--- config.mk ---
export PLATFORM = sky130hd
export DESIGN_NAME = sci_char_timing
export DESIGN_NICKNAME = d
export VERILOG_FILES = /design/src/include/sci_char_timing_pkg.sv /design/src/core/sci_char_timing.sv /design/src/core/sci_pair_buffer.sv
export SDC_FILE = /design/constraint.sdc
export NUM_CORES = 1
export LEC_CHECK = 0
export BUFFER_PORTS_ARGS = -buffer_cell sky130_fd_sc_hd__buf_2
export CAP_MARGIN = 20
export CORE_ASPECT_RATIO = 0.9
export CORE_MARGIN = 2
export CORE_UTILIZATION = 60
export CTS_CLUSTER_SIZE = 40
export DETAILED_ROUTE_END_ITERATION = 10
export GPL_TIMING_DRIVEN = 0
export PLACE_DENSITY = 0.8
export SETUP_SLACK_MARGIN = 0.05
export SLEW_MARGIN = 20
export SYNTH_ARGS = -nofsm -noshare
export SYNTH_HDL_FRONTEND = slang
export SYNTH_SLANG_ARGS = --single-unit
--- constraint.sdc ---
create_clock -name clk -period 5.34 [get_ports clk]
set_input_delay 0.267 -clock clk [delete_from_list [all_inputs] [get_ports clk]]
set_output_delay 0.267 -clock clk [all_outputs]
set_load 0.02 [all_outputs]
--- src/include/sci_char_timing_pkg.sv ---
// Constants and carrier types for the serial character timing block.
// Assumes the bus phase clock is the single system clock of the block.
package sci_char_timing_pkg;

  // Bus phase cycles per bit time; the Tx clock is derived from this
  localparam int BIT_CYCLES = 16;
  localparam logic [3:0] CNT_LAST = 4'hf;
  localparam logic [3:0] CNT_MID = 4'h7;
  localparam logic [3:0] CNT_ZERO = 4'h0;

  // Frame and preamble lengths in bit times, and index of the last data bit
  localparam logic [3:0] PREAMBLE_BITS_8 = 4'ha;
  localparam logic [3:0] PREAMBLE_BITS_9 = 4'hb;
  localparam logic [3:0] FRAME_BITS_8 = 4'ha;
  localparam logic [3:0] FRAME_BITS_9 = 4'hb;
  localparam logic [3:0] DATA_LAST_8 = 4'h7;
  localparam logic [3:0] DATA_LAST_9 = 4'h8;

  // Shift register images
  localparam logic [10:0] SHIFT_IDLE = 11'h7ff;
  localparam logic [8:0] DATA_RESET = 9'h000;

  // Receive buffer depth
  localparam int BUF_DEPTH = 2;

  typedef struct packed {
    logic [8:0] data;
    logic frame_error;
  } rx_word_type;

endpackage : sci_char_timing_pkg

--- src/core/sci_char_timing.sv ---
// Character timing of the serial interface: holding buffer, framed
// transmit shifter, mid-bit receiver and receive buffer handover.
// Assumes all inputs are synchronous to clk, the bus phase clock.
`timescale 1ns/100ps
// Behaviour
// - Data write loads holding buffer until shifter free
// - Transfer adds start and stop bits
// - Transfer pulse one cycle after Tx clock rise
// - Buffer-empty flag sets two cycles after transfer pulse
// - Stop bit completes before new character starts
// - Empty buffer gives no transfer pulse
// - Idle writes transfer at next Tx clock rise
// - Disable finishes character, then complete, release pin
// - Bit boundaries on Tx clock falling edges
// - Receiver samples each bit near middle
// - Full flag sets at end of stop bit
// - Received character handed over at stop end
// - Enable sends 10 or 11 bit idle preamble
// - Enable recognised at next Tx clock fall
module sci_char_timing (
  // Clock and reset
  input wire logic clk,
  input wire logic reset_n,
  // Software side, transmit
  input wire logic serial_data_wr,
  input wire logic [8:0] serial_data_wdata,
  input wire logic tx_enable_bit,
  input wire logic nine_bit_mode,
  output logic tx_buffer_empty_flag,
  output logic tx_complete_flag,
  // Software side, receive
  output sci_char_timing_pkg::rx_word_type rx_holding_buffer,
  output logic rx_buffer_full_flag,
  input wire logic rx_read,
  output logic rx_overrun,
  // Serial pins
  output logic txd_out,
  output logic txd_oe_n,
  input wire logic rxd_in
);

  typedef enum logic {TX_OFF, TX_ON} tx_state_type;
  typedef enum logic [1:0] {RX_IDLE, RX_START, RX_DATA, RX_STOP}
    rx_state_type;

  // Free-running Tx clock divider
  logic [3:0] div_reg, div_next;
  logic tx_rise, tx_fall;

  always_comb begin
    div_next = div_reg + 4'h1;
  end

  always_ff @(posedge clk or negedge reset_n) begin
    if (!reset_n) begin
      div_reg <= sci_char_timing_pkg::CNT_ZERO;
    end else begin
      div_reg <= div_next;
    end
  end

  // Rise at mid bit, fall at every bit boundary
  assign tx_rise = (div_reg == sci_char_timing_pkg::CNT_MID);
  assign tx_fall = (div_reg == sci_char_timing_pkg::CNT_LAST);

  // Transmit state
  tx_state_type tx_state_reg, tx_state_next;
  logic [8:0] holding_reg, holding_next;
  logic holding_full_reg, holding_full_next;
  logic xfer_reg, xfer_next;
  logic tx_buffer_empty_flag_reg, tx_buffer_empty_flag_next;
  logic tc_reg, tc_next;
  logic [10:0] shift_reg, shift_next;
  logic [3:0] bits_left_reg, bits_left_next;
  logic line_reg, line_next;

  always_comb begin
    tx_state_next = tx_state_reg;
    holding_next = holding_reg;
    holding_full_next = holding_full_reg;
    tx_buffer_empty_flag_next = tx_buffer_empty_flag_reg;
    tc_next = tc_reg;
    shift_next = shift_reg;
    bits_left_next = bits_left_reg;
    line_next = line_reg;
    // Pulse only when data waits and the shifter is on its last bit
    xfer_next = tx_rise && holding_full_reg
      && (bits_left_reg == sci_char_timing_pkg::CNT_ZERO)
      && (tx_state_reg == TX_ON) && tx_enable_bit;
    if (xfer_reg) begin
      holding_full_next = 1'b0;
      bits_left_next = nine_bit_mode ? sci_char_timing_pkg::FRAME_BITS_9
        : sci_char_timing_pkg::FRAME_BITS_8;
      // Loaded while the stop bit still drives the line
      shift_next = nine_bit_mode ? {1'b1, holding_reg, 1'b0}
        : {2'b11, holding_reg[7:0], 1'b0};
      tx_buffer_empty_flag_next = 1'b0;
    end
    // Write clears flags; below, only a complete set with tx_enable_bit low can override it
    if (serial_data_wr) begin
      holding_next = serial_data_wdata;
      holding_full_next = 1'b1;
      tx_buffer_empty_flag_next = 1'b0;
      tc_next = 1'b0;
    end
    if (tx_buffer_empty_flag_reg == 1'b0 && !holding_full_reg && !xfer_reg
        && !serial_data_wr) begin
      tx_buffer_empty_flag_next = 1'b1;
    end
    unique case (tx_state_reg)
      TX_OFF: begin
        line_next = 1'b1;
        if (tx_fall && tx_enable_bit) begin
          tx_state_next = TX_ON;
          shift_next = sci_char_timing_pkg::SHIFT_IDLE;
          bits_left_next = nine_bit_mode
            ? sci_char_timing_pkg::PREAMBLE_BITS_9
            : sci_char_timing_pkg::PREAMBLE_BITS_8;
        end
      end
      TX_ON: begin
        if (tx_fall) begin
          if (bits_left_reg != sci_char_timing_pkg::CNT_ZERO) begin
            line_next = shift_reg[0];
            shift_next = {1'b1, shift_reg[10:1]};
            bits_left_next = bits_left_reg - 4'h1;
          end else begin
            line_next = 1'b1;
            // No completion while a character still waits to go, unless tx_enable_bit is low
            if (!holding_full_next || !tx_enable_bit) begin
              tc_next = 1'b1;
            end
            if (!tx_enable_bit) begin
              tx_state_next = TX_OFF;
            end
          end
        end
      end
    endcase
  end

  always_ff @(posedge clk or negedge reset_n) begin
    if (!reset_n) begin
      tx_state_reg <= TX_OFF;
      holding_reg <= sci_char_timing_pkg::DATA_RESET;
      holding_full_reg <= 1'b0;
      xfer_reg <= 1'b0;
      tx_buffer_empty_flag_reg <= 1'b1;
      tc_reg <= 1'b1;
      shift_reg <= sci_char_timing_pkg::SHIFT_IDLE;
      bits_left_reg <= sci_char_timing_pkg::CNT_ZERO;
      line_reg <= 1'b1;
    end else begin
      tx_state_reg <= tx_state_next;
      holding_reg <= holding_next;
      holding_full_reg <= holding_full_next;
      xfer_reg <= xfer_next;
      tx_buffer_empty_flag_reg <= tx_buffer_empty_flag_next;
      tc_reg <= tc_next;
      shift_reg <= shift_next;
      bits_left_reg <= bits_left_next;
      line_reg <= line_next;
    end
  end

  assign tx_buffer_empty_flag = tx_buffer_empty_flag_reg;
  assign tx_complete_flag = tc_reg;
  assign txd_out = line_reg;
  assign txd_oe_n = (tx_state_reg != TX_ON);

  // Receive state
  rx_state_type rx_state_reg, rx_state_next;
  logic [3:0] rx_cnt_reg, rx_cnt_next;
  logic [3:0] rx_bit_reg, rx_bit_next;
  logic [8:0] rx_shift_reg, rx_shift_next;
  logic rx_ferr_reg, rx_ferr_next;
  logic rxd_prev_reg;
  logic overrun_reg, overrun_next;
  logic rx_push_n;
  logic fifo_ready;
  sci_char_timing_pkg::rx_word_type rx_word;

  always_comb begin
    rx_state_next = rx_state_reg;
    rx_cnt_next = rx_cnt_reg + 4'h1;
    rx_bit_next = rx_bit_reg;
    rx_shift_next = rx_shift_reg;
    rx_ferr_next = rx_ferr_reg;
    overrun_next = overrun_reg && !rx_read;
    rx_push_n = 1'b1;
    unique case (rx_state_reg)
      RX_IDLE: begin
        rx_cnt_next = sci_char_timing_pkg::CNT_ZERO;
        // Falling edge starts perceived bit timing
        if (rxd_prev_reg && !rxd_in) begin
          rx_state_next = RX_START;
        end
      end
      RX_START: begin
        if (rx_cnt_reg == sci_char_timing_pkg::CNT_MID && rxd_in) begin
          rx_state_next = RX_IDLE; // Glitch, not a start bit
        end else if (rx_cnt_reg == sci_char_timing_pkg::CNT_LAST) begin
          rx_state_next = RX_DATA;
          rx_bit_next = sci_char_timing_pkg::CNT_ZERO;
        end
      end
      RX_DATA: begin
        if (rx_cnt_reg == sci_char_timing_pkg::CNT_MID) begin
          rx_shift_next = {rxd_in, rx_shift_reg[8:1]};
        end
        if (rx_cnt_reg == sci_char_timing_pkg::CNT_LAST) begin
          rx_bit_next = rx_bit_reg + 4'h1;
          if (rx_bit_reg == (nine_bit_mode
              ? sci_char_timing_pkg::DATA_LAST_9
              : sci_char_timing_pkg::DATA_LAST_8)) begin
            rx_state_next = RX_STOP;
          end
        end
      end
      RX_STOP: begin
        if (rx_cnt_reg == sci_char_timing_pkg::CNT_MID) begin
          rx_ferr_next = !rxd_in;
        end
        if (rx_cnt_reg == sci_char_timing_pkg::CNT_LAST) begin
          rx_state_next = RX_IDLE;
          rx_push_n = 1'b0;
          // Line cannot be stalled, so a full buffer drops the word
          if (!fifo_ready) begin
            overrun_next = 1'b1;
          end
        end
      end
    endcase
  end

  always_ff @(posedge clk or negedge reset_n) begin
    if (!reset_n) begin
      rx_state_reg <= RX_IDLE;
      rx_cnt_reg <= sci_char_timing_pkg::CNT_ZERO;
      rx_bit_reg <= sci_char_timing_pkg::CNT_ZERO;
      rx_shift_reg <= sci_char_timing_pkg::DATA_RESET;
      rx_ferr_reg <= 1'b0;
      rxd_prev_reg <= 1'b1;
      overrun_reg <= 1'b0;
    end else begin
      rx_state_reg <= rx_state_next;
      rx_cnt_reg <= rx_cnt_next;
      rx_bit_reg <= rx_bit_next;
      rx_shift_reg <= rx_shift_next;
      rx_ferr_reg <= rx_ferr_next;
      rxd_prev_reg <= rxd_in;
      overrun_reg <= overrun_next;
    end
  end

  // Stop sample is used directly since the flag lands at the same edge
  always_comb begin
    rx_word.data = nine_bit_mode ? rx_shift_reg
      : {1'b0, rx_shift_reg[8:1]};
    rx_word.frame_error = rx_ferr_next;
  end

  sci_pair_buffer rx_buffer (
    .clk(clk),
    .reset_n(reset_n),
    .in_valid(!rx_push_n),
    .in_ready(fifo_ready),
    .in_word(rx_word),
    .out_valid(rx_buffer_full_flag),
    .out_ready(rx_read),
    .out_word(rx_holding_buffer)
  );

  assign rx_overrun = overrun_reg;

endmodule : sci_char_timing

--- src/core/sci_pair_buffer.sv ---
// Two-entry receive buffer with valid and ready on both sides.
// Assumes one clock; storage is flip-flops addressed by an index.
`timescale 1ns/100ps
module sci_pair_buffer (
  // Clock and reset
  input wire logic clk,
  input wire logic reset_n,
  // Filling side
  input wire logic in_valid,
  output logic in_ready,
  input wire sci_char_timing_pkg::rx_word_type in_word,
  // Draining side
  output logic out_valid,
  input wire logic out_ready,
  output sci_char_timing_pkg::rx_word_type out_word
);

  sci_char_timing_pkg::rx_word_type mem_reg [sci_char_timing_pkg::BUF_DEPTH];
  sci_char_timing_pkg::rx_word_type mem_next [sci_char_timing_pkg::BUF_DEPTH];
  logic wr_ptr_reg, wr_ptr_next, rd_ptr_reg, rd_ptr_next;
  logic [1:0] count_reg, count_next;
  logic push, pop;

  assign in_ready = (count_reg != 2'h2);
  assign out_valid = (count_reg != 2'h0);
  assign out_word = mem_reg[rd_ptr_reg];
  assign push = in_valid && in_ready;
  assign pop = out_valid && out_ready;

  always_comb begin
    mem_next = mem_reg;
    wr_ptr_next = wr_ptr_reg;
    rd_ptr_next = rd_ptr_reg;
    count_next = count_reg;
    if (push) begin
      mem_next[wr_ptr_reg] = in_word;
      wr_ptr_next = !wr_ptr_reg;
    end
    if (pop) begin
      rd_ptr_next = !rd_ptr_reg;
    end
    if (push && !pop) begin
      count_next = count_reg + 2'h1;
    end else if (pop && !push) begin
      count_next = count_reg - 2'h1;
    end
  end

  always_ff @(posedge clk or negedge reset_n) begin
    if (!reset_n) begin
      for (int i = 0; i < sci_char_timing_pkg::BUF_DEPTH; i++) begin
        mem_reg[i] <= '0;
      end
      wr_ptr_reg <= 1'b0;
      rd_ptr_reg <= 1'b0;
      count_reg <= 2'h0;
    end else begin
      mem_reg <= mem_next;
      wr_ptr_reg <= wr_ptr_next;
      rd_ptr_reg <= rd_ptr_next;
      count_reg <= count_next;
    end
  end

endmodule : sci_pair_buffer

== After elaboration in Yosys (flattened, before gate mapping) ==
Cells that the tools add are included.

* Equal/unequal tests: 17
* Div/mod/pow operators: 0
* $lt $le $gt $ge: 3
* Bitwise gates (word level): 4
* Add/subtract/negate cells: 6
* Shifts and indexed selects: 0
* Multiply operators: 0
* Mux-type cells: 59
* Reductions and logical operators: 39

{| class="wikitable"
|+ Operator list
! operator !! count
|-
| 2-to-1 mux 10 bit || 5
|-
| 2-to-1 mux 11 bit || 4
|-
| 2-to-1 mux 4 bit || 9
|-
| 2-to-1 mux 1 bit || 24
|-
| case mux 11 bit (2 select lines) || 1
|-
| bitwise mux 20 bit || 1
|-
| logical AND 1 bit || 16
|-
| 2-to-1 mux 2 bit || 8
|-
| inequality test 2 bit (second input constant) || 8
|-
| case mux 4 bit (2 select lines) || 2
|-
| adder 4 x 1 -> 4 bit (second input constant) || 3
|-
| zero test 1 bit || 12
|-
| demux 10 bit (select 1 bit) || 1
|-
| 2-to-1 mux 9 bit || 1
|-
| == test 4 x 3 -> 1 bit (second input constant) || 2
|-
| == test 4 bit (second input constant) || 2
|-
| case mux 2 bit (4 select lines) || 1
|-
| nonzero test 2 bit || 3
|-
| AND reduction 5 bit || 1
|-
| == test 2 bit (second input constant) || 2
|-
| == test 4 bit || 1
|-
| greater-or-equal comparator 2 bit (second input constant) || 2
|-
| zero test 4 bit || 1
|-
| NOT 1 -> 2 bit || 2
|-
| 14 further kinds || 16
|}

* Memory bits (writable): 0
* Register bits after elaboration: 80
* Memories: 0
* ROM bits: 0
* Bits in latches: 0

== Depth between registers and ports, before layout ==
Gate-level depths: netlist of the first run.

* Depth after elaboration: 9
* Depth in mapped cells: 8
* Depth with buffers taken out: 8

== Modules after synthesis ==
From an unflattened synthesis of the first run, not the netlist that was laid out.

* Cells, all modules: 307
* Area, all modules: 3797.4 sq um

{| class="wikitable"
|+ Modules (own cells, without submodules)
! module !! times used !! sequential area each (sq um) !! area an instance (sq um) !! cells an instance
|-
| sci_char_timing || 1 || 1420.1 || 2645.0 || 237
|-
| sci_pair_buffer || 1 || 600.6 || 1152.4 || 70
|}

== Worst setup path before layout of the first run ==
No wires, ideal clock.

* Path kind: reg-to-reg
* Start: reg rx_cnt_reg[0]
* End: reg rx_buffer.count_reg[1]
* Stages on the path, launching flop included: 8
* Path slack: 3652 ps
* Arrival time: 1608 ps
* Clock period less this slack: 1688 ps
* Buffers on the path: 0
* Path through: dfrtp_1 ha_1 and3_1 nand4_1 inv_1 ha_1 nor2_1 xor2_1

* Word-level cells in the longest chain between the ends: 8
* Elaborated cells on any way between the ends: 10
* Those cells by class: eq/ne (1); mux (3); reduce/logical (6)

{| class="wikitable"
|+ RTL lines
! element !! line !! RTL
|-
| from (decl) || sci_char_timing.sv:173 || <nowiki>logic [3:0] rx_cnt_reg, rx_cnt_next;</nowiki>
|-
| from (signal assigned) || sci_char_timing.sv:239 || <nowiki>rx_cnt_reg <= sci_char_timing_pkg::CNT_ZERO;</nowiki>
|-
| from (signal assigned) || sci_char_timing.sv:247 || <nowiki>rx_cnt_reg <= rx_cnt_next;</nowiki>
|-
| == test 4 bit (*) || sci_char_timing.sv:224 || <nowiki>if (rx_cnt_reg == sci_char_timing_pkg::CNT_LAST) begin</nowiki>
|-
| 2-to-1 mux 1 bit (*) || sci_char_timing.sv:224 ||
|-
| 2-to-1 mux 1 bit (*) || sci_char_timing.sv:191 || <nowiki>unique case (rx_state_reg)</nowiki>
|-
| zero test 1 bit (*) || sci_char_timing.sv:266 || <nowiki>.in_valid(!rx_push_n),</nowiki>
|-
| logical AND 1 bit (*) || sci_pair_buffer.sv:27 || <nowiki>assign push = in_valid && in_ready;</nowiki>
|-
| net rx_buffer.push || sci_pair_buffer.sv:22 || <nowiki>logic push, pop;</nowiki>
|-
| zero test 1 bit || sci_pair_buffer.sv:44 || <nowiki>end else if (pop && !push) begin</nowiki>
|-
| logical AND 1 bit || sci_pair_buffer.sv:44 ||
|-
| nonzero test 2 bit (no source line) || -- ||
|-
| to (signal assigned) || sci_pair_buffer.sv:61 || <nowiki>count_reg <= count_next;</nowiki>
|-
| to (decl) || sci_pair_buffer.sv:21 || <nowiki>logic [1:0] count_reg, count_next;</nowiki>
|}

Mark *: on every way through the listed nets, which the timed path passes. The rest lies on a longest branch.
A chain may end at the register's enable or synchronous reset.

==> flow_metrics.py, run 1 <==
metrics = {
    "clock_tree": {
        "cts_resized": 0,
        "clk_latency_ns": 0.35,
        "cts_max_path_buffers": 2,
        "cts_root_buf": "clkbuf_8",
        "cts_tree": "done",
        "h-tree-depth": 3,
        "path_clk_slew_ns": 0.07,
        "cts_buffers": 9,
        "clock_sinks": 80,
    },
    "setup_path": {
        "endpoint_kind": "output port",
        "worstReg2RegStart": "rx_cnt_reg[0]",
        "cp.arrival_ns": 1.76,
        "required_ns": 5.07,
        "crit_type": "reg -> out",
        "crit_fanout": 10,
        "critPathBufInv": 2,
        "path_cells": "clkbuf_1 > mux2_2 > buf_2",
        "startpoint": "rx_buffer.rd_ptr_reg",
        "start_kind": "register",
        "crit_family": "buffers and inverters",
        "cp_slowest_cell": "clkbuf_1",
        "crit_path_max_incr_delay_ns": 0.49,
    },
    "floorplanning": {
        "core-area_um2": 6182,
        "die_h_um": 80.36,
        "die_area_um2": 7140,
        "floorplan.initialDensity": 0.6288,
        "io_pins": 32,
        "dieWidth_um": 88.85,
        "rows": 27,
    },
    "global_route": {
        "grt_use_met2": 0.3716,
        "grt_max_degree": 57,
        "first_global_vias": 2683,
        "grtUsageMet1": 0.3349,
        "grt_util_met3": 0.06680,
        "top_usage_layer": "met2",
        "grtUsageTotal": 0.2399,
        "antenna_found_initial": 0,
        "grt_first_pass_wirelength_um": 13040,
        "grt_overflow": 0,
    },
    "drt": {
        "drt_iter0_drc": 225,
        "antenna_left": 0,
        "routed_wl_um": 7655,
        "wl_per_cell_um": 16.71,
        "vias": 2692,
        "vias_per_cell": 5.878,
        "drt-pass1-iter-count": 4,
        "drc": 0,
    },
    "layout": {
        "area_delta_synth_final_pct": 12.91,
        "final_cell_count_no_fill": 458,
        "antenna_cells": 0,
        "largest_reg_flops": 20,
        "drive_gt1_frac": 0.3827,
        "layout_common_cells": "dfrtp_1 (65), mux2_2 (47), buf_2 (41), nor2b_1 (17), o21ai_0 (16)",
        "mostFrequentLayoutCell": "dfrtp_1",
        "final_area_um2": 4389,
        "nets": 387,
    },
    "synth": {
        "synth_area_leaders": "dfrtp_1 (42%), mux2_2 (14%), dfstp_2 (10%)",
        "synth_top_area_share": 0.4184,
        "synth-seq-cells": 80,
        "yosys.area.top_type": "dfrtp_1",
        "syn_area_per_cell_um2": 12.07,
        "synth_edf_count": 0,
        "synthArstFlopShare": 1.000,
        "ys_types": 53,
        "synth_ff_type": "dfrtp_1",
        "yosys_warnings": 0,
        "syn_nets": 343,
        "synth_area_um2": 3887,
        "yosysSeqAreaShare": 0.5198,
        "syn_inst": 322,
    },
    "min_path": {
        "hold_class": "in -> reg",
        "min_from": "rxd_in",
    },
    "timing": {
        "final_hold_viol_count": 0,
        "setup_viol": 0,
        "min_period_ns": 2.029,
        "finalClockSkew_ns": 0.008986,
        "worst_slew_pin_slew_ns": 0.6246,
        "slew_viol_final": 0,
        "max-slew-margin-rel": 0.5836,
        "clock.fmax_mhz": 492.9,
        "post-route-period-util": 0.3799,
        "whs_ns": 0.06255,
        "timing.setup.tns_ns": 0,
        "rsz0062_at_grt": "no",
    },
    "placement": {
        "place.port_buffers": 31,
        "dp_hpwl_um": 5323,
        "gp_congestion": 0.8282,
        "postPlaceCellArea_um2": 4182,
        "placedCellCount": 441,
    },
    "power_and_ir_drop": {
        "peakVddDrop_mv": 0.1963,
        "p_leak_nw": 2.049,
        "power_density_nw_per_um2": 303.6,
    },
    "outcome": {
        "outcome": "finished clean",
    },
    "job": {
        "cap_viol_max_count": 0,
    },
}
==> report_power, final <==
part           switching (mW)  total (mW)  internal (mW)
sequential             0.0296       0.677          0.647
clock                   0.212       0.440          0.228
combinational           0.124       0.216         0.0912
==> worst register-to-register path: stages (launching register included) <==
cell and delay, ns:
dfrtp_1 0.38, ha_1 0.32, and3_1 0.30, nand4_1 0.18
inv_1 0.11, ha_1 0.18, xor2_1 0.22, nor2_1 0.08
xor2_1 0.14
==> Yosys cell counts, drive strengths merged, types with 2 or more instances <==
master   n
dfrtp   65
mux2    57
buf     18
nor2b   17
o21ai   17
dfstp   15
nor3    12
inv     11
a221oi   8
nor2     8
nand2    7
nand3    7
nand4    6
xnor2    6
a31oi    5
clkbuf   5
ha       5
nand2b   5
o22ai    4
xor2     4
a21oi    3
nor4b    3
or2      3
or3b     3
a211oi   2
a21boi   2
a22o     2
a32o     2
and3     2
and4b    2
nor3b    2
o211ai   2
o21bai   2
==> stage by stage <==
step           worst slack, ns  utilization  total power, mW
3_5_place_dp             3.377       0.6764           0.9054
5_1_grt                  3.190       0.7100            1.397
6_report                 3.311       0.7100            1.333
4_1_cts                  3.273       0.7100            1.345
3_3_place_gp             3.432       0.6715           0.8898
2_1_floorplan            3.652            -           0.8355
==> per-layer routing <==
metal  share of wire  up-vias
li1                -     1258
met1            0.44     1352
met2            0.49       74
met3           0.052        8
met4           0.011        0
met5               0        -
==> final timing paths <==
path	depth (start not counted)	end	slack [ns]
worst max-delay path	3	rx_holding_buffer[0]	3.31
worst min-delay path	1	rxd_prev_reg	0.06
worst max register to register	8	rx_buffer.count_reg[1]	3.34
worst min register to register	1	tx_buffer_empty_flag	0.46
max in group asynchronous	3	shift_reg[0]	4.36
min in group asynchronous	2	xfer_reg	0.36
==> logic make-up (layout without fill, tap and decap cells) <==
family | Yosys count | count (layout) | synth area share
multiplexers | 57 | 57 | 0.1748
flip-flops | 80 | 80 | 0.5198
buffers and inverters | 34 | 83 | 0.04248
adder cells (fa/ha/maj) | 5 | 5 | 0.01609
AO/OA/AOI/OAI | 54 | 54 | 0.09591
XOR/XNOR | 10 | 10 | 0.02253
AND/OR/NAND/NOR | 82 | 82 | 0.1284
==> layout make-up <==
type                    count  area, um^2
plain buffers              23       123.9
multi-input cells         208        1702
well taps                  87       108.9
clock inverters             5       56.30
flip-flops and latches     80        2021
fillers                   458        1793
inverters                  11       41.29
repair buffers             33       195.2
clock buffers              11       141.4
==> repair_timing <==
| action | 4_1_cts | 5_1_grt |
|---|---|---|
| hold endpoints to repair | 15 | 0 |
| hold buffers | 1 | 0 |
| endpoints found under the setup margin | 0 | 0 |
| buffers inserted | 0 | 0 |
No activity file was read; power rests on OpenSTA's default activity.
==> inputs of run 2 (changes only) <==
--- a/config.mk
+++ b/config.mk
@@ -5,15 +5,16 @@
 export SDC_FILE = /design/constraint.sdc
 export NUM_CORES = 1
 export LEC_CHECK = 0
+export ABC_AREA = 1
 export BUFFER_PORTS_ARGS = -buffer_cell sky130_fd_sc_hd__buf_2
 export CAP_MARGIN = 20
 export CORE_ASPECT_RATIO = 0.9
 export CORE_MARGIN = 2
-export CORE_UTILIZATION = 60
+export CORE_UTILIZATION = 53
 export CTS_CLUSTER_SIZE = 40
 export DETAILED_ROUTE_END_ITERATION = 10
 export GPL_TIMING_DRIVEN = 0
-export PLACE_DENSITY = 0.8
+export PLACE_DENSITY = 0.75
 export SETUP_SLACK_MARGIN = 0.05
 export SLEW_MARGIN = 20
 export SYNTH_ARGS = -nofsm -noshare
==> constraint.sdc (replaced) <==
create_clock -name clk -period 1.6 [get_ports clk]
set_input_delay 0.08 -clock clk [delete_from_list [all_inputs] [get_ports clk]]
set_output_delay 0.08 -clock clk [all_outputs]
set_load 0.02 [all_outputs]
==> run 2 against run 1 <==
  * Setup slack worse by 3.2 ns
  * Final cell count up 33%
  * Worst hold slack worse by 0.025 ns
  * Clock power rose to 3.8 times the previous value
  * Flip-flop and latch count unchanged
  * Critical endpoint is now rx_buffer.mem_reg[12]
==> flow_metrics.py, run 2 <==
metrics = {
    "setup_path": {
        "worstReg2RegStart": "rx_cnt_reg[0]",
        "cp.arrival_ns": 1.79,
        "endpoint_kind": "register",
        "cp_slowest_cell": "dfrtp_1",
        "crit_path_max_incr_delay_ns": 0.39,
        "required_ns": 1.88,
        "cp-endpoint": "rx_buffer.mem_reg[12]",
        "cp.depth": 9,
        "startpoint": "rx_cnt_reg[0]",
        "crit_fanout": 6,
        "crit_family": "simple AND/OR/NAND/NOR gates",
        "critPathBufInv": 3,
        "start_kind": "register",
        "path_common_cell": "nand3_4",
        "r2r_slack_ns": 0.09,
        "path_cells": "ha_4 > nand3_4 > clkinv_4 > nand3_4 > buf_4 > nor2_4 > buf_6 > nand2_1 > o21ai_1",
        "rr_worst_depth": 9,
        "r2r-end": "rx_buffer.mem_reg[12]",
        "crit_type": "reg -> reg",
    },
    "floorplanning": {
        "rows": 29,
        "core-area_um2": 6967,
        "die_h_um": 84.00,
        "floorplan.initialDensity": 0.5409,
        "die_area_um2": 7802,
        "io_pins": 32,
        "dieWidth_um": 92.89,
    },
    "layout": {
        "nets": 533,
        "post-route-util": 0.6561,
        "mostFrequentLayoutCell": "nand2_1",
        "layout_common_cells": "nand2_1 (150), dfrtp_1 (64), inv_1 (57), o21ai_0 (48), buf_2 (31)",
        "largest_reg_flops": 20,
        "area_delta_synth_final_pct": 21.28,
        "antenna_cells": 0,
        "drive_gt1_frac": 0.2108,
    },
    "timing": {
        "finalClockSkew_ns": 0.009416,
        "worst_slew_pin_slew_ns": 0.4825,
        "slew_viol_final": 0,
        "setup_viol": 0,
        "max-slew-margin-rel": 0.6783,
        "rsz0062_at_grt": "yes",
        "timing.setup.tns_ns": 0,
        "final_hold_viol_count": 0,
        "min_period_ns": 1.514,
        "clock.fmax_mhz": 660.3,
        "post-route-period-util": 0.9465,
    },
    "synth": {
        "synth_edf_count": 0,
        "synth_area_um2": 3769,
        "ys_top_cells_by_count": "nand2_1 (150), dfrtp_1 (65), inv_1 (57), o21ai_0 (51), nand3_1 (22)",
        "synth-seq-cells": 80,
        "synthArstFlopShare": 1.000,
        "syn_area_per_cell_um2": 8.412,
        "synth_area_leaders": "dfrtp_1 (43%), nand2_1 (15%), dfstp_2 (10%)",
        "yosysSeqAreaShare": 0.5362,
        "synth_top_area_share": 0.4316,
        "yosys.area.top_type": "dfrtp_1",
        "yosysMostFrequentCell": "nand2_1",
        "synth_ff_type": "dfrtp_1",
        "syn_nets": 469,
        "syn_inst": 448,
        "yosys_warnings": 0,
        "ys_types": 32,
    },
    "placement": {
        "place.port_buffers": 30,
        "dp_hpwl_um": 5156,
        "gp_congestion": 0.7754,
    },
    "min_path": {
        "min_from": "tx_enable_bit",
        "hold_class": "in -> reg",
    },
    "drt": {
        "wl_per_cell_um": 12.68,
        "drc": 0,
        "vias_per_cell": 5.061,
        "drt-pass1-iter-count": 5,
        "wl_met1_um": 3714,
        "routed.top_layer": "met4",
        "routed-wl-met3_um": 285,
        "vias": 3087,
        "drt_iter0_drc": 213,
        "antenna_left": 0,
        "routed_wl_um": 7732,
        "met2_length_um": 3620,
    },
    "clock_tree": {
        "cts_tree": "done",
        "cts_root_buf": "clkbuf_8",
        "path_clk_slew_ns": 0.08,
        "h-tree-depth": 3,
        "cts_buffers": 9,
        "clk_latency_ns": 0.35,
        "cts_max_path_buffers": 2,
        "clock_sinks": 80,
    },
    "global_route": {
        "grtUsageTotal": 0.2123,
        "grt_first_pass_wirelength_um": 13390,
        "first_global_vias": 2984,
        "grt_overflow": 0,
        "antenna_found_initial": 0,
        "grt_max_degree": 47,
    },
    "power_and_ir_drop": {
        "peakVddDrop_mv": 0.5097,
        "p_leak_nw": 2.289,
        "power_density_nw_per_um2": 1010,
    },
    "outcome": {
        "outcome": "finished clean",
    },
    "job": {
        "cap_viol_max_count": 0,
    },
}
## run 2: changes by cell type after synthesis, moves of 10 or more
cell and delta:
inv_1 +46, mux2_2 -47, mux2_4 -10, nand2_1 +143, nand3_1 +15, nor2_1 +10
nor2b_1 -17, nor3_1 -11, o21ai_0 +35
## run 2: timing repair
item,4_1_cts,5_1_grt
setup buffers,3,7
endpoints found under the hold margin,36,0
cloned,0,1
pin swaps,0,3
resized for setup,2,17
endpoints found under the setup margin,11,42
hold buffers,12,0
## run 2: worst min path at each step
stage	cells after the start	endpoint
2_1_floorplan	0	asynchronous set/reset pin
3_3_place_gp	1	rxd_prev_reg
3_5_place_dp	1	rx_cnt_reg[3]
4_1_cts	4	tx_complete_flag
5_1_grt	3	xfer_reg
6_report	4	tx_complete_flag
## run 2: routing by layer
layer	vias up	global-route usage
met2	65	0.3340
li1	1541	-
met3	10	0.02981
met4	0	0.07620
met5	-	0
met1	1471	0.3020
## run 2: stage by stage
stage	hold slack [ns]	worst slack (ns)	std cells	cell area, um^2	power (mW)
final	0.03726	0.08553	610	4571	4.616
after global routing	0.07951	-0.01495	610	4571	4.832
after CTS	0.02762	0.05380	602	4452	4.615
after detailed placement	0.07261	-0.02197	572	4089	2.962
after global placement	0.2058	-0.1291	571	4059	2.933
after floorplan	-0.2156	0.09411	448	3792	2.672
## run 2: cells by family (layout without fill, tap and decap cells)
logic type,after synthesis,in the layout,synth area share
buffers and inverters,77,146,0.08632
DFF,80,80,0.5362
AOI/OAI and AO/OA,78,78,0.1215
and+or+nand+nor,202,202,0.2254
xor gates and xnor gates,6,6,0.01394
adders and majority gates,5,5,0.01660
## run 2: power breakdown
group          internal, mW  total, mW  switching (mW)
sequential             2.09       2.13          0.0407
clock                 0.919       1.65           0.726
combinational         0.293      0.837           0.543
total                  3.31       4.62            1.31
## run 2: area by class of cell
cell class	count	area, um^2
clock buffers	11	141.4
repair buffers	54	397.9
inverters	64	247.7
well taps	93	116.4
plain buffers	12	81.33
flip-flops and latches	80	2022
fillers	596	2396
clock inverters	5	80.08
multi-input cells	291	1484
## run 2: tightest hold or removal path: cells and delay by family
kind	cells	cell delay, ns
buffers and inverters	1	0.13
and+or+nand+nor	3	0.17
==> inputs of run 3 (changes only) <==
--- a/config.mk
+++ b/config.mk
@@ -10,13 +10,14 @@
 export CAP_MARGIN = 20
 export CORE_ASPECT_RATIO = 0.9
 export CORE_MARGIN = 2
-export CORE_UTILIZATION = 53
+export CORE_UTILIZATION = 54
 export CTS_CLUSTER_SIZE = 40
 export DETAILED_ROUTE_END_ITERATION = 10
 export GPL_TIMING_DRIVEN = 0
-export PLACE_DENSITY = 0.75
+export PLACE_DENSITY = 0.76
 export SETUP_SLACK_MARGIN = 0.05
 export SLEW_MARGIN = 20
 export SYNTH_ARGS = -nofsm -noshare
 export SYNTH_HDL_FRONTEND = slang
+export SYNTH_HIERARCHICAL = 1
 export SYNTH_SLANG_ARGS = --single-unit
==> run 3 against run 2 <==
  * Area after synthesis rose by 2.8%
  * Clock power fell by 6%
  * Utilization fell by 0.090 points
  * Power rose by 14%
  * Non-clock buffer count did not move
  * Synthesized cell count rose by 1.6%
  * Clock-buffer cell count fell by 1
  * Combinational power rose by 61%
==> flow_metrics.py, run 3 <==
metrics = {
    "layout": {
        "final_area_um2": 4588,
        "area_delta_synth_final_pct": 18.48,
        "mostFrequentLayoutCell": "nand2_1",
        "final_cell_count_no_fill": 611,
        "largest_reg_flops": 20,
        "nets": 534,
        "post-route-util": 0.6552,
        "layout_common_cells": "nand2_1 (156), dfrtp_1 (64), inv_1 (48), buf_2 (31), o21ai_0 (26)",
        "antenna_cells": 0,
        "drive_gt1_frac": 0.2124,
    },
    "timing": {
        "rsz0062_at_grt": "yes",
        "setup_viol": 0,
        "slew_viol_final": 0,
        "timing.final.ws_setup_ns": 0.1088,
        "timing.setup.tns_ns": 0,
        "whs_ns": 0.02055,
        "min_period_ns": 1.491,
        "clock.fmax_mhz": 670.6,
        "finalClockSkew_ns": 0.01118,
        "final_hold_viol_count": 0,
        "post-route-period-util": 0.9320,
        "max-slew-margin-rel": 0.6968,
        "worst_slew_pin_slew_ns": 0.4548,
    },
    "clock_tree": {
        "path_clk_slew_ns": 0.08,
        "cts_tree": "done",
        "cts_max_path_buffers": 2,
        "cts_buffers": 9,
        "clock_sinks": 80,
        "clk_latency_ns": 0.36,
        "h-tree-depth": 3,
        "cts_root_buf": "clkbuf_8",
    },
    "floorplanning": {
        "die_h_um": 84.34,
        "die_area_um2": 7866,
        "dieWidth_um": 93.27,
        "core-area_um2": 7003,
        "rows": 29,
        "io_pins": 32,
        "floorplan.initialDensity": 0.5530,
    },
    "min_path": {
        "hold_class": "in -> reg",
        "hold_end": "tx_complete_flag",
        "min_from": "tx_enable_bit",
        "min_delay_path_depth": 4,
    },
    "drt": {
        "drc": 0,
        "drt_iter0_drc": 206,
        "routed_wl_um": 7729,
        "antenna_left": 0,
        "wl_per_cell_um": 12.65,
        "vias_per_cell": 5.177,
        "vias": 3163,
        "drt-pass1-iter-count": 4,
    },
    "power_and_ir_drop": {
        "p_int_mw": 3.522,
        "power_mw": 5.280,
        "p_leak_nw": 2.248,
        "pwr-share-clk": 0.293,
        "power_frac_comb": 0.257,
        "peakVddDrop_mv": 0.7069,
        "p_switching_mw": 1.758,
        "swShare": 0.3329,
        "pwr-share-seq": 0.450,
        "power_density_nw_per_um2": 1151,
    },
    "synth": {
        "yosys.area.top_type": "dfrtp_1",
        "yosys_warnings": 6,
        "ys_top_cells_by_count": "nand2_1 (159), dfrtp_1 (65), inv_1 (51), o21ai_0 (26), nand4_1 (25)",
        "syn_area_per_cell_um2": 8.511,
        "yosysMostFrequentCell": "nand2_1",
        "synth_edf_count": 0,
        "syn_inst": 455,
        "synth_top_area_share": 0.4200,
        "synth-seq-cells": 80,
        "synth_area_leaders": "dfrtp_1 (42%), nand2_1 (15%), dfstp_2 (10%)",
        "synthArstFlopShare": 1.000,
        "ys_types": 36,
        "yosysSeqAreaShare": 0.5218,
        "syn_nets": 476,
        "synth_area_um2": 3872,
        "synth_ff_type": "dfrtp_1",
    },
    "global_route": {
        "top_usage_layer": "met2",
        "grt_use_met2": 0.3414,
        "antenna_found_initial": 0,
        "grtUsageMet1": 0.2963,
        "grt_first_pass_wirelength_um": 13580,
        "first_global_vias": 3001,
        "grt_max_degree": 60,
        "grt_overflow": 0,
        "grt_util_met3": 0.04488,
        "grtUsageTotal": 0.2148,
    },
    "setup_path": {
        "worstReg2RegStart": "rx_cnt_reg[1]",
        "r2r-end": "rx_state_reg[0]",
        "rr_worst_depth": 7,
        "crit_fanout": 3,
        "path_cells": "ha_4 > nand2_2 > nor2_1 > nand3_1 > nand2_1 > nand4_1 > and2_1",
        "start_kind": "register",
        "r2r_slack_ns": 0.11,
        "cp.arrival_ns": 1.73,
        "endpoint_kind": "register",
        "required_ns": 1.84,
        "crit_path_max_incr_delay_ns": 0.41,
        "cp_slowest_cell": "dfrtp_1",
        "crit_type": "reg -> reg",
    },
    "placement": {
        "dp_hpwl_um": 5363,
        "gp_congestion": 0.7777,
        "place.port_buffers": 30,
        "postPlaceCellArea_um2": 4202,
        "placedCellCount": 579,
        "post-place-ws_ns": -0.07116,
    },
    "job": {
        "cap_viol_max_count": 0,
    },
    "outcome": {
        "outcome": "finished clean",
    },
}
[run 3: cell count changes after synthesis, moves of 4 or more]
cell	previous run	this run
nand2_1	150	159
inv_1	57	51
o211ai_1	7	11
buf_4	0	5
nand4_1	4	25
o21ai_0	51	26
o211ai_2	4	0
[run 3: power by group through the flow]
stage | clock network [mW] | registers (mW) | logic (mW)
6_report | 1.55 | 2.38 | 1.35
5_1_grt | 1.68 | 2.40 | 1.53
4_1_cts | 1.61 | 2.37 | 1.34
3_5_place_dp | 0 | 2.41 | 1.27
3_3_place_gp | 0 | 2.39 | 1.22
2_1_floorplan | 0 | 2.38 | 0.905
[run 3: how the worst max path moves through the flow]
stage | cells past startpoint | startpoint | end | slack, ns
finish | 7 | rx_cnt_reg[1] | rx_state_reg[0] | 0.11
global route | 8 | rx_cnt_reg[1] | rx_bit_reg[2] | 0.003
CTS | 10 | rx_cnt_reg[0] | rx_buffer/count_reg[1] | 0.08
detailed placement | 10 | rx_cnt_reg[0] | rx_buffer/count_reg[1] | -0.07
global placement | 1 | reset_n | holding_reg[5] | -0.11
floorplan | 10 | rx_cnt_reg[0] | rx_buffer/count_reg[1] | 0.07
[run 3: cell families after synthesis]
group,Yosys count,synth area share
AND/OR/NAND/NOR,239,0.2775
adder cells (fa/ha/maj),5,0.01616
flip-flops,80,0.5218
XOR/XNOR,3,0.006786
AO/OA/AOI/OAI,56,0.08918
buffers and inverters,72,0.08853
[run 3: per-layer routing]
layer,vias up,part of all wire
li1,1590,-
met1,1491,0.48
met2,69,0.47
met3,13,0.039
met4,0,0.015
met5,-,0
[run 3: what timing repair did]
item                       4_1_cts  5_1_grt
hold buffers                    12        0
setup endpoints to repair        2        8
gates resized for setup          1        8
hold endpoints to repair        79        0
buffers inserted                 2        2
pin swaps                        3        2
cloned                           0        0
[run 3: area by class of cell]
type / instances / area, um^2
buffer: 19 / 146.4
clock buffer: 10 / 137.6
clock inverter: 6 / 75.07
fill: 575 / 2415
inverter: 53 / 198.9
multi-input combinational: 303 / 1562
sequential: 80 / 2022
tap: 93 / 116.4
timing repair buffer: 47 / 330.3
[run 3: critical path, delay by kind of cell, from the launching register on]
kind          cells  cell delay (ns)
simple gates      6             0.80
flops             1             0.41
fa+ha+maj         1             0.18
